`config.mk`:
```
export PLATFORM = sky130hd
export DESIGN_NAME = gpbc_top
export DESIGN_NICKNAME = d
export VERILOG_FILES = /design/src/logic/gpbc_pkg.sv /design/src/logic/gpbc_pin_sync.sv /design/src/logic/gpbc_top.sv
export SDC_FILE = /design/constraint.sdc
export NUM_CORES = 1
export LEC_CHECK = 0
export BUFFER_PORTS_ARGS = -buffer_cell sky130_fd_sc_hd__buf_2
export CAP_MARGIN = 10
export CORE_ASPECT_RATIO = 1.25
export CORE_MARGIN = 2
export CORE_UTILIZATION = 45
export DETAILED_ROUTE_END_ITERATION = 12
export GPL_ROUTABILITY_DRIVEN = 0
export PLACE_DENSITY_LB_ADDON = 0.25
export SLEW_MARGIN = 25
export SYNTH_ARGS = -nofsm -noshare
export SYNTH_HDL_FRONTEND = slang
export SYNTH_HIERARCHICAL = 1
export SYNTH_SLANG_ARGS = --single-unit
```
`constraint.sdc`:
```
create_clock -name aclk -period 1.7 [get_ports aclk]
set_input_delay 0 -clock aclk [delete_from_list [all_inputs] [get_ports aclk]]
set_output_delay 0 -clock aclk [all_outputs]
set_load 0.005 [all_outputs]
```
`src/logic/gpbc_pkg.sv`:
```
// Package for the port B and C general-purpose I/O block
package gpbc_pkg;
   localparam int unsigned      GPBC_AW         = 4;
   localparam logic [3:0]       GPBC_OFS_PB_DIR = 4'h0;
   localparam logic [3:0]       GPBC_OFS_PB_OUT = 4'h4;
   localparam logic [3:0]       GPBC_OFS_PC_DIR = 4'h8;
   localparam logic [3:0]       GPBC_OFS_PC_OUT = 4'hc;
   localparam logic [7:0]       GPBC_RST_LATCH  = 8'h00;
   localparam logic [7:0]       GPBC_RST_DIR    = 8'h00;
   localparam logic [1:0]       GPBC_RESP_OKAY  = 2'b00;
   localparam logic [1:0]       GPBC_RESP_SLVERR = 2'b10;
   localparam int unsigned      GPBC_SYNC_STAGES = 3;
   localparam int unsigned      GPBC_SMI_PIN    = 0;
   localparam int unsigned      GPBC_SCI_PIN    = 1;
endpackage

```
`src/logic/gpbc_pin_sync.sv`:
```
// Three-stage pin synchroniser with agreement filter for one 8-bit port
`timescale 1ns/1ps
`default_nettype none
module gpbc_pin_sync (
   input  wire logic       aclk,     // Bus clock
   input  wire logic       aresetn,  // Synchronous reset, active low
   input  wire logic [7:0] pin_i,    // Raw pin levels
   output logic      [7:0] level_o   // Filtered pin levels
);
   import gpbc_pkg::*;

   logic [7:0] s1_r;
   logic [7:0] s2_r;
   logic [7:0] s3_r;

   // Stages carry no reset so the sensed level follows the pins from the start
   always_ff @(posedge aclk) begin
      s1_r <= pin_i;
      s2_r <= s1_r;
      s3_r <= s2_r;
   end

   // A change counts only once the second and third stages agree; in reset the
   // last stage is taken as is, so the sensed level is defined when reset ends
   always_ff @(posedge aclk) begin
      if (!aresetn) begin
         level_o <= s3_r;
      end else begin
         for (int i = 0; i < 8; i++) begin
            if (s2_r[i] == s3_r[i]) begin
               level_o[i] <= s3_r[i];
            end
         end
      end
   end
endmodule
`default_nettype wire

```
`src/logic/gpbc_top.sv`:
```
// Port B and port C general-purpose I/O with an AXI4-Lite register slave
`timescale 1ns/1ps
`default_nettype none
// Function
// Port B latch, read/write, resets zero
// Port B pin-sense read returns pin levels
// Port B sense/direction share address; write loads direction
// Port B pin-sense follows pins after reset
// Port B pins 7..2 direction selects in/out
// SCI enable makes pin 1 SCI output
// SMI enable makes pin 0 SMI output
// Pull-up off on peripheral output pins
// Pull-ups off during reset
// Pull-up on: input, direction 0, latch 1
// Port C direction write-only, resets zero
// Port C latch, read/write, resets zero
// Port C pin-sense read returns pin levels
// Port C sense/direction share address; write loads direction
// Port C pin-sense follows pins after reset
// Output driver shows latch the next cycle
module gpbc_top (
   input  wire logic                      aclk,                    // Bus clock, 20 MHz
   input  wire logic                      aresetn,                 // Synchronous reset, low
   input  wire logic [gpbc_pkg::GPBC_AW-1:0] s_axi_awaddr,         // Write address
   input  wire logic                      s_axi_awvalid,           // Write address valid
   output logic                           s_axi_awready,           // Write address ready
   input  wire logic [31:0]               s_axi_wdata,             // Write data
   input  wire logic [3:0]                s_axi_wstrb,             // Write byte strobes
   input  wire logic                      s_axi_wvalid,            // Write data valid
   output logic                           s_axi_wready,            // Write data ready
   output logic [1:0]                     s_axi_bresp,             // Write response
   output logic                           s_axi_bvalid,            // Write response valid
   input  wire logic                      s_axi_bready,            // Write response ready
   input  wire logic [gpbc_pkg::GPBC_AW-1:0] s_axi_araddr,         // Read address
   input  wire logic                      s_axi_arvalid,           // Read address valid
   output logic                           s_axi_arready,           // Read address ready
   output logic [31:0]                    s_axi_rdata,             // Read data
   output logic [1:0]                     s_axi_rresp,             // Read response
   output logic                           s_axi_rvalid,            // Read data valid
   input  wire logic                      s_axi_rready,            // Read data ready
   input  wire logic                      host_sci_irq_out_enable, // SCI routing enable
   input  wire logic                      host_sci_irq_output,     // SCI level from host block
   input  wire logic                      host_smi_out_enable,     // SMI routing enable
   input  wire logic                      host_smi_output,         // SMI level from host block
   input  wire logic [7:0]                port_b_pin_i,            // Port B pin levels
   output logic      [7:0]                port_b_pin_o,            // Port B drive level
   output logic      [7:0]                port_b_pin_oe_n,         // Port B enable, low drives
   output logic      [7:0]                port_b_pullup_en,        // Port B pull-up enables
   input  wire logic [7:0]                port_c_pin_i,            // Port C pin levels
   output logic      [7:0]                port_c_pin_o,            // Port C drive level
   output logic      [7:0]                port_c_pin_oe_n          // Port C enable, low drives
);
   import gpbc_pkg::*;

   // ------------------------------------------------------------
   // Registers and bus state
   // ------------------------------------------------------------
   logic [7:0]         port_b_output_latch_r;
   logic [7:0]         port_b_direction_r;
   logic [7:0]         port_c_output_latch_r;
   logic [7:0]         port_c_direction_r;
   logic [7:0]         port_b_pin_sense;
   logic [7:0]         port_c_pin_sense;
   logic               aw_held_r;
   logic               w_held_r;
   logic [GPBC_AW-1:0] awaddr_r;
   logic [31:0]        wdata_r;
   logic               wstrb0_r;
   logic               wr_go;
   logic               rd_go;
   logic [31:0]        rdata_nxt;
   logic [1:0]         rresp_nxt;

   function automatic logic [3:0] gpbc_word(input logic [GPBC_AW-1:0] a);
      return {a[3:2], 2'b00};
   endfunction

   function automatic logic gpbc_mapped(input logic [GPBC_AW-1:0] a);
      logic [3:0] w;
      w = gpbc_word(a);
      return (w == GPBC_OFS_PB_DIR) || (w == GPBC_OFS_PB_OUT) ||
             (w == GPBC_OFS_PC_DIR) || (w == GPBC_OFS_PC_OUT);
   endfunction

   // ------------------------------------------------------------
   // Pin sensing
   // ------------------------------------------------------------
   // pin-sense tracks pins
   gpbc_pin_sync u_sync_b (
      .aclk    (aclk),
      .aresetn (aresetn),
      .pin_i   (port_b_pin_i),
      .level_o (port_b_pin_sense)
   );

   // pin-sense tracks pins
   gpbc_pin_sync u_sync_c (
      .aclk    (aclk),
      .aresetn (aresetn),
      .pin_i   (port_c_pin_i),
      .level_o (port_c_pin_sense)
   );

   // ------------------------------------------------------------
   // AXI4-Lite write channel
   // ------------------------------------------------------------
   // Address and data are captured separately so either may come first
   assign wr_go = aw_held_r && w_held_r && !s_axi_bvalid;

   always_ff @(posedge aclk) begin
      if (!aresetn) begin
         s_axi_awready <= 1'b0;
         s_axi_wready  <= 1'b0;
         aw_held_r     <= 1'b0;
         w_held_r      <= 1'b0;
         awaddr_r      <= '0;
         wdata_r       <= 32'h0000_0000;
         wstrb0_r      <= 1'b0;
      end else begin
         s_axi_awready <= !aw_held_r && !s_axi_awready && s_axi_awvalid;
         s_axi_wready  <= !w_held_r && !s_axi_wready && s_axi_wvalid;
         if (s_axi_awvalid && s_axi_awready) begin
            aw_held_r <= 1'b1;
            awaddr_r  <= s_axi_awaddr;
         end else if (wr_go) begin
            aw_held_r <= 1'b0;
         end
         if (s_axi_wvalid && s_axi_wready) begin
            w_held_r <= 1'b1;
            wdata_r  <= s_axi_wdata;
            wstrb0_r <= s_axi_wstrb[0];
         end else if (wr_go) begin
            w_held_r <= 1'b0;
         end
      end
   end

   always_ff @(posedge aclk) begin
      if (!aresetn) begin
         s_axi_bvalid <= 1'b0;
         s_axi_bresp  <= GPBC_RESP_OKAY;
      end else if (wr_go) begin
         s_axi_bvalid <= 1'b1;
         s_axi_bresp  <= gpbc_mapped(awaddr_r) ? GPBC_RESP_OKAY : GPBC_RESP_SLVERR;
      end else if (s_axi_bready) begin
         s_axi_bvalid <= 1'b0;
      end
   end

   // ------------------------------------------------------------
   // Port registers
   // ------------------------------------------------------------
   // Only byte lane 0 carries data; a write without lane 0 changes nothing
   always_ff @(posedge aclk) begin
      if (!aresetn) begin
         // port B latch reset
         port_b_output_latch_r <= GPBC_RST_LATCH;
         // port C latch reset
         port_c_output_latch_r <= GPBC_RST_LATCH;
      end else if (wr_go && wstrb0_r) begin
         if (gpbc_word(awaddr_r) == GPBC_OFS_PB_OUT) begin
            port_b_output_latch_r <= wdata_r[7:0];
         end else if (gpbc_word(awaddr_r) == GPBC_OFS_PC_OUT) begin
            port_c_output_latch_r <= wdata_r[7:0];
         end
      end
   end

   always_ff @(posedge aclk) begin
      if (!aresetn) begin
         port_b_direction_r <= GPBC_RST_DIR;
         // port C direction reset
         port_c_direction_r <= GPBC_RST_DIR;
      end else if (wr_go && wstrb0_r) begin
         // shared address loads direction
         if (gpbc_word(awaddr_r) == GPBC_OFS_PB_DIR) begin
            port_b_direction_r <= wdata_r[7:0];
         // shared address loads direction
         end else if (gpbc_word(awaddr_r) == GPBC_OFS_PC_DIR) begin
            port_c_direction_r <= wdata_r[7:0];
         end
      end
   end

   // ------------------------------------------------------------
   // AXI4-Lite read channel
   // ------------------------------------------------------------
   assign rd_go = s_axi_arvalid && s_axi_arready;

   always_comb begin
      rdata_nxt = 32'h0000_0000;
      rresp_nxt = GPBC_RESP_OKAY;
      // read returns port B pins
      if (gpbc_word(s_axi_araddr) == GPBC_OFS_PB_DIR) begin
         rdata_nxt[7:0] = port_b_pin_sense;
      end else if (gpbc_word(s_axi_araddr) == GPBC_OFS_PB_OUT) begin
         rdata_nxt[7:0] = port_b_output_latch_r;
      // read returns port C pins
      end else if (gpbc_word(s_axi_araddr) == GPBC_OFS_PC_DIR) begin
         rdata_nxt[7:0] = port_c_pin_sense;
      end else if (gpbc_word(s_axi_araddr) == GPBC_OFS_PC_OUT) begin
         rdata_nxt[7:0] = port_c_output_latch_r;
      end else begin
         rresp_nxt = GPBC_RESP_SLVERR;
      end
   end

   always_ff @(posedge aclk) begin
      if (!aresetn) begin
         s_axi_arready <= 1'b0;
         s_axi_rvalid  <= 1'b0;
         s_axi_rdata   <= 32'h0000_0000;
         s_axi_rresp   <= GPBC_RESP_OKAY;
      end else begin
         s_axi_arready <= !s_axi_arready && !s_axi_rvalid && s_axi_arvalid;
         if (rd_go) begin
            s_axi_rvalid <= 1'b1;
            s_axi_rdata  <= rdata_nxt;
            s_axi_rresp  <= rresp_nxt;
         end else if (s_axi_rready) begin
            s_axi_rvalid <= 1'b0;
         end
      end
   end

   // ------------------------------------------------------------
   // Pin drivers and pull-ups
   // ------------------------------------------------------------
   // Drivers are registered, so a register write shows on the pins one cycle later
   always_ff @(posedge aclk) begin
      if (!aresetn) begin
         port_b_pin_o    <= 8'h00;
         port_b_pin_oe_n <= 8'hff;
         port_c_pin_o    <= 8'h00;
         port_c_pin_oe_n <= 8'hff;
      end else begin
         // pins 7..2 follow direction
         // drive latch value
         port_b_pin_o    <= port_b_output_latch_r;
         port_b_pin_oe_n <= ~port_b_direction_r;
         port_c_pin_o    <= port_c_output_latch_r;
         port_c_pin_oe_n <= ~port_c_direction_r;
         // SCI takes pin 1
         if (host_sci_irq_out_enable) begin
            port_b_pin_o[GPBC_SCI_PIN]    <= host_sci_irq_output;
            port_b_pin_oe_n[GPBC_SCI_PIN] <= 1'b0;
         end
         // SMI takes pin 0
         if (host_smi_out_enable) begin
            port_b_pin_o[GPBC_SMI_PIN]    <= host_smi_output;
            port_b_pin_oe_n[GPBC_SMI_PIN] <= 1'b0;
         end
      end
   end

   always_ff @(posedge aclk) begin
      // pull-ups off in reset
      if (!aresetn) begin
         port_b_pullup_en <= 8'h00;
      end else begin
         // input with latch 1
         port_b_pullup_en <= ~port_b_direction_r & port_b_output_latch_r;
         // off for peripheral outputs
         if (host_sci_irq_out_enable) begin
            port_b_pullup_en[GPBC_SCI_PIN] <= 1'b0;
         end
         if (host_smi_out_enable) begin
            port_b_pullup_en[GPBC_SMI_PIN] <= 1'b0;
         end
      end
   end
endmodule
`default_nettype wire

```
## Word level (Yosys, flattened, before mapping)

Index checks and enable logic that the tools add are counted.

| word-level totals | value |
|---|---|
| bits in registers | 168 |
| bits of input ports | 71 |
| output and inout port bits | 81 |
| word-level logic and storage cells | 162 |

| cells by class | value |
|---|---|
| equal/unequal tests | 38 |
| muxes and demuxes | 38 |
| bitwise logic cells | 6 |
| reduce and logical (&&, ||, !) cells | 34 |

Operators by type and width:

| kind | number |
|---|---|
| $mux 8 | 6 |
| $ne 2x1->1 const B | 16 |
| $mux 1 | 27 |
| $eq 1x1->1 | 16 |
| $not 8->8 | 2 |
| $logic_and 1x1->1 | 12 |
| $mux 2 | 5 |
| $and 8x8->8 | 1 |
| $eq 2x2->1 const B | 4 |
| $reduce_bool 2->1 | 4 |
| $logic_not 1->1 | 7 |
| $reduce_and 3->1 | 2 |
| $eq 2x1->1 const B | 2 |
| $logic_not 2->1 | 2 |
| $reduce_and 2->1 | 2 |
| $reduce_or 2->1 | 2 |
| $logic_or 1x1->1 | 3 |
| $not 1->1 | 3 |

## Depth between registers and ports, before layout

| logic depth | value |
|---|---|
| word-level depth | 5 |
| depth in mapped cells | 4 |
| gate-level depth less buffers | 3 |

## Modules after synthesis

The synthesis kept the hierarchy.

By module, submodules not included:

| module | instances | cells an instance | area an instance (um^2) | seq. area each (um^2) |
|---|---|---|---|---|
| gpbc_top | 1 | 338 | 3508.4 | 2001.9 |
| gpbc_pin_sync | 2 | 49 | 825.8 | 720.7 |

## Least setup slack after synthesis

No wires, ideal clock.

| timing | value |
|---|---|
| kind | register -> register |
| start point | reg s_axi_bvalid |
| end point | reg port_b_direction_r[0] |
| setup time | 0.120 ns |
| data arrival time | 1.130 ns |
| data required time | 1.580 ns |
| slack | 0.449 ns |
| cell stages (with the launch flop) | 5 |
| buffers on the path | 1 |
| period minus slack after synthesis | 1.251 ns |
| cells stage by stage | dfxtp_1 > nand4b_4 > or3_1 > buf_6 > mux2i_1 |

| between the ends | value |
|---|---|
| longest elaborated chain between the ends | 4 |

RTL lines:

| what | line | RTL |
|---|---|---|
| start, declared | gpbc_top.sv:32 | `output logic s_axi_bvalid,` |
| start signal, assigned | gpbc_top.sv:140 | `s_axi_bvalid <= 1'b0;` |
| start signal, assigned | gpbc_top.sv:143 | `s_axi_bvalid <= 1'b1;` |
| start signal, assigned | gpbc_top.sv:146 | `s_axi_bvalid <= 1'b0;` |
| $logic_not 1->1 | gpbc_top.sv:108 | `assign wr_go = aw_held_r && w_held_r && !s_axi_bvalid;` |
| $logic_and 1x1->1 | gpbc_top.sv:108 |  |
| $logic_and 1x1->1 | gpbc_top.sv:174 | `end else if (wr_go && wstrb0_r) begin` |
| $reduce_and 2->1 (no line) | -- |  |
| end signal, assigned | gpbc_top.sv:177 | `port_b_direction_r <= wdata_r[7:0];` |
| end, declared | gpbc_top.sv:59 | `logic [7:0] port_b_direction_r;` |

No other way between the ends.
A chain may end at the register's enable or synchronous reset.

## Final worst setup path

| timing | value |
|---|---|
| start point | reg aw_held_r |
| end point | reg port_c_direction_r[7] |

| between the ends | value |
|---|---|
| longest elaborated chain between the ends | 4 |

RTL lines:

| what | line | RTL |
|---|---|---|
| start, declared | gpbc_top.sv:64 | `logic aw_held_r;` |
| start signal, assigned | gpbc_top.sv:114 | `aw_held_r <= 1'b0;` |
| start signal, assigned | gpbc_top.sv:123 | `aw_held_r <= 1'b1;` |
| start signal, assigned | gpbc_top.sv:126 | `aw_held_r <= 1'b0;` |
| $logic_and 1x1->1 (2 in a row) | gpbc_top.sv:108 |  |
| $logic_and 1x1->1 | gpbc_top.sv:174 |  |
| $reduce_and 3->1 (no line) | -- |  |
| end signal, assigned | gpbc_top.sv:180 | `port_c_direction_r <= wdata_r[7:0];` |
| end, declared | gpbc_top.sv:61 | `logic [7:0] port_c_direction_r;` |

No other way between the ends.

==> results.txt <==
----------------------------------------------------
[STA]
  Fin crit share ... 86.5%
  Count of endpoints failing hold in the final timing report ... 0
  FMAX ... 680 MHz
  Setup repair after global routing missed its margin ... false
  Setup total negative slack ... 0 ns
  Final number of setup-violating endpoints ... 0
  Final Critical Period ... 1.47 ns
  Skew final ... 0.00830 ns
  Final max-slew violation count ... 0
  Crit path setup slack, layout ... 0.229 ns
  Final hold slack ... 0.177 ns

[Hold path]
  Tightest Hold Check Type ... primary input to flop
  Depth of the worst hold-timing path ... 3

[Layout]
  Layout cells sized above 1 ... 22.7%
  Fillers ... 890
  Area added between synthesis and finish ... 29.0%
  Most frequent cells in the layout ... 148 x dfxtp_1, 94 x buf_2, 75 x nand2_1
  Nets ... 643
  Leading cell type in the layout, fill and taps excluded ... dfxtp_1
  Count of inserted antenna diode cells ... 0

[Clock tree]
  Worst-skew pair later-pin latency ... 0.42 ns
  Clk root buf ... clkbuf_16
  Htree depth ... 4
  Clock input transition at the sequential cells of the worst setup and hold paths ... 0.07 ns
  Clock tree from TritonCTS ... done
  Count of clock tree sinks ... 164
  Cts bufs inserted ... 17
  CTS max path bufs ... 2
  # resized after CTS ... 0

[Worst setup path]
  Data arrival time of the worst path ... 1.81 ns
  Critical path type ... flop to flop
  CP Launch Type ... flop
  Reg2Reg Depth ... 5
  Data required, critical path ... 2.04 ns
  Capturing element type of the critical path ... flop
  Peak fanout along the critical path ... 18

[Yosys]
  Avg Inst Size Synth ... 11.8 um^2
  Post-synthesis cell count ... 436
  Warnings from Yosys ... 6
  Top_reg_cell synth ... dfxtp_1
  Mapped Area ... 0.00516 mm^2
  Async set or reset register ratio after synthesis ... 0%
  Sequential element share of the synthesized area ... 66.7%
  Number of flip-flops and latches in the synthesized netlist ... 164
  EDFF count, synth ... 16
  Number of different library cells in the post-synthesis netlist ... 29

[Power]
  Leakage ... 0.00297 uW
  Power Density ... 1250 mW/mm^2
  Worst ir drop on vdd ... 0.599 mV

[Placement]
  Final HPWL from detailed placement ... 6.25 mm
  Pre-CTS worst setup slack ... 0.280 ns
  Number of input and output port buffers inserted ... 94

[Drt]
  Detailed-routing iteration count for the pre-antenna-repair pass ... 4
  Routed vias ... 3289
  Initial DRC Count ... 94
  Sum of routed wire length over all layers ... 9.14 mm
  Via-to-Cell Ratio ... 4.57
  Number of routed nets with antenna violations ... 0
  DRC viols ... 0
  Routed length per placed instance ... 12.7 um

[Status]
  Run status ... finished clean

[Global route]
  Number of antenna violations at the first check in global routing ... 0
  GRT Total Usage ... 15.4%
  First-pass GRT wire length ... 14.4 mm
  Remaining Overflow, GRT ... 0
  Pin count of the biggest net entering global routing ... 52
  Vias in the first global route ... 3123

[Job]
  MaxCap Viol Count ... 0

[Die]
  Initial cell density of the core ... 46.3%
  Total I/O pin count ... 152
  Total die area ... 0.0123 mm^2
  Horizontal die dimension ... 99.8 um
  Std-Cell Rows ... 43
  Vertical die dimension ... 124 um
  CORE AREA ... 0.0111 mm^2

----------------------------------------------------
==> per-stage QoR <==
stage / total power, uW / instances / util [%] / instance area (um^2)
floorplan: 4350 / 461 / - / 5250
global placement: 4400 / 651 / 50.9 / 5670
detailed placement: 4410 / 651 / 50.9 / 5670
CTS: 8410 / 720 / 59.8 / 6660
global route: 8630 / 720 / 59.8 / 6660
finish: 8340 / 720 / 59.8 / 6660
==> cell families after synthesis <==
logic type,share of synthesized area [%]
other cells,0.0727
buf+inv,6.01
mux,8.15
xor+xnor,2.72
compound gates,5.87
simple gates,10.5
flops,66.7
==> cell usage after synthesis (2+ instances only) <==
cell type	n	area (um^2)
or3_1	2	12.5
nor2_1	6	22.5
a21boi_0	15	113
and2_1	9	56.3
edfxtp_1	16	480
xor2_1	16	140
inv_1	8	30.0
clkbuf_2	2	10.0
o21ai_0	12	60.1
o221ai_1	8	70.1
mux2i_1	42	420
clkbuf_1	8	30.0
nor3_1	5	25.0
buf_2	6	30.0
buf_4	26	195
dfxtp_1	148	2960
nor2b_1	2	12.5
nand3_1	10	50.1
nor3b_1	2	15.0
nand2b_1	2	12.5
and3_1	2	12.5
o31ai_1	8	60.1
nand2_1	75	282
==> final timing paths <==
check / startpoint / end / slack, ns
max reg2reg: aw_held_r / port_c_direction_r[7] / 0.23
min reg2reg: u_sync_b/s1_r[5] / u_sync_b/s2_r[5] / 0.33
min: s_axi_araddr[2] / s_axi_rdata[4] / 0.18
max: aw_held_r / port_c_direction_r[7] / 0.23
==> layout make-up <==
class                      instances  area (um^2)  area share [%]
sequential                       164         3440            51.7
multi-input combinational        245         1510            22.6
timing repair buffer             136          891            13.4
clock buffer                      17          425            6.39
clock inverter                    15          193            2.89
tap                              135          169            2.54
inverter                           8         30.0           0.451
==> metal layers <==
metal	part of all wire [%]	vias up	wire length (um)	global-route usage (%)
met3	5.7	17	521	4.66
met1	43	1492	3900	17.1
met5	0	-	0	0
li1	-	1685	-	-
met2	50	95	4530	26.3
met4	2.2	0	197	8.48
==> worst max-delay path, stage by stage (launching register included) <==
cell	delay [ns]
dfxtp_1	0.43
nand4b_4	0.12
buf_4	0.20
nor3b_1	0.21
buf_4	0.23
mux2i_1	0.20
==> power by group <==
group          internal (uW)  total, uW  switching (uW)  leakage, uW
Sequential              4030       4090            56.4      0.00138
Combinational            161        303             142      0.00129
Clock                   2360       3950            1590     0.000304
Total                   6550       8340            1790      0.00297
==> timing repair <==
action	4_1_cts	5_1_grt
hold buffers	37	0
buffers inserted	0	0
endpoints found under the hold margin	39	0
Note: power is estimated with default switching activity, not from simulation.
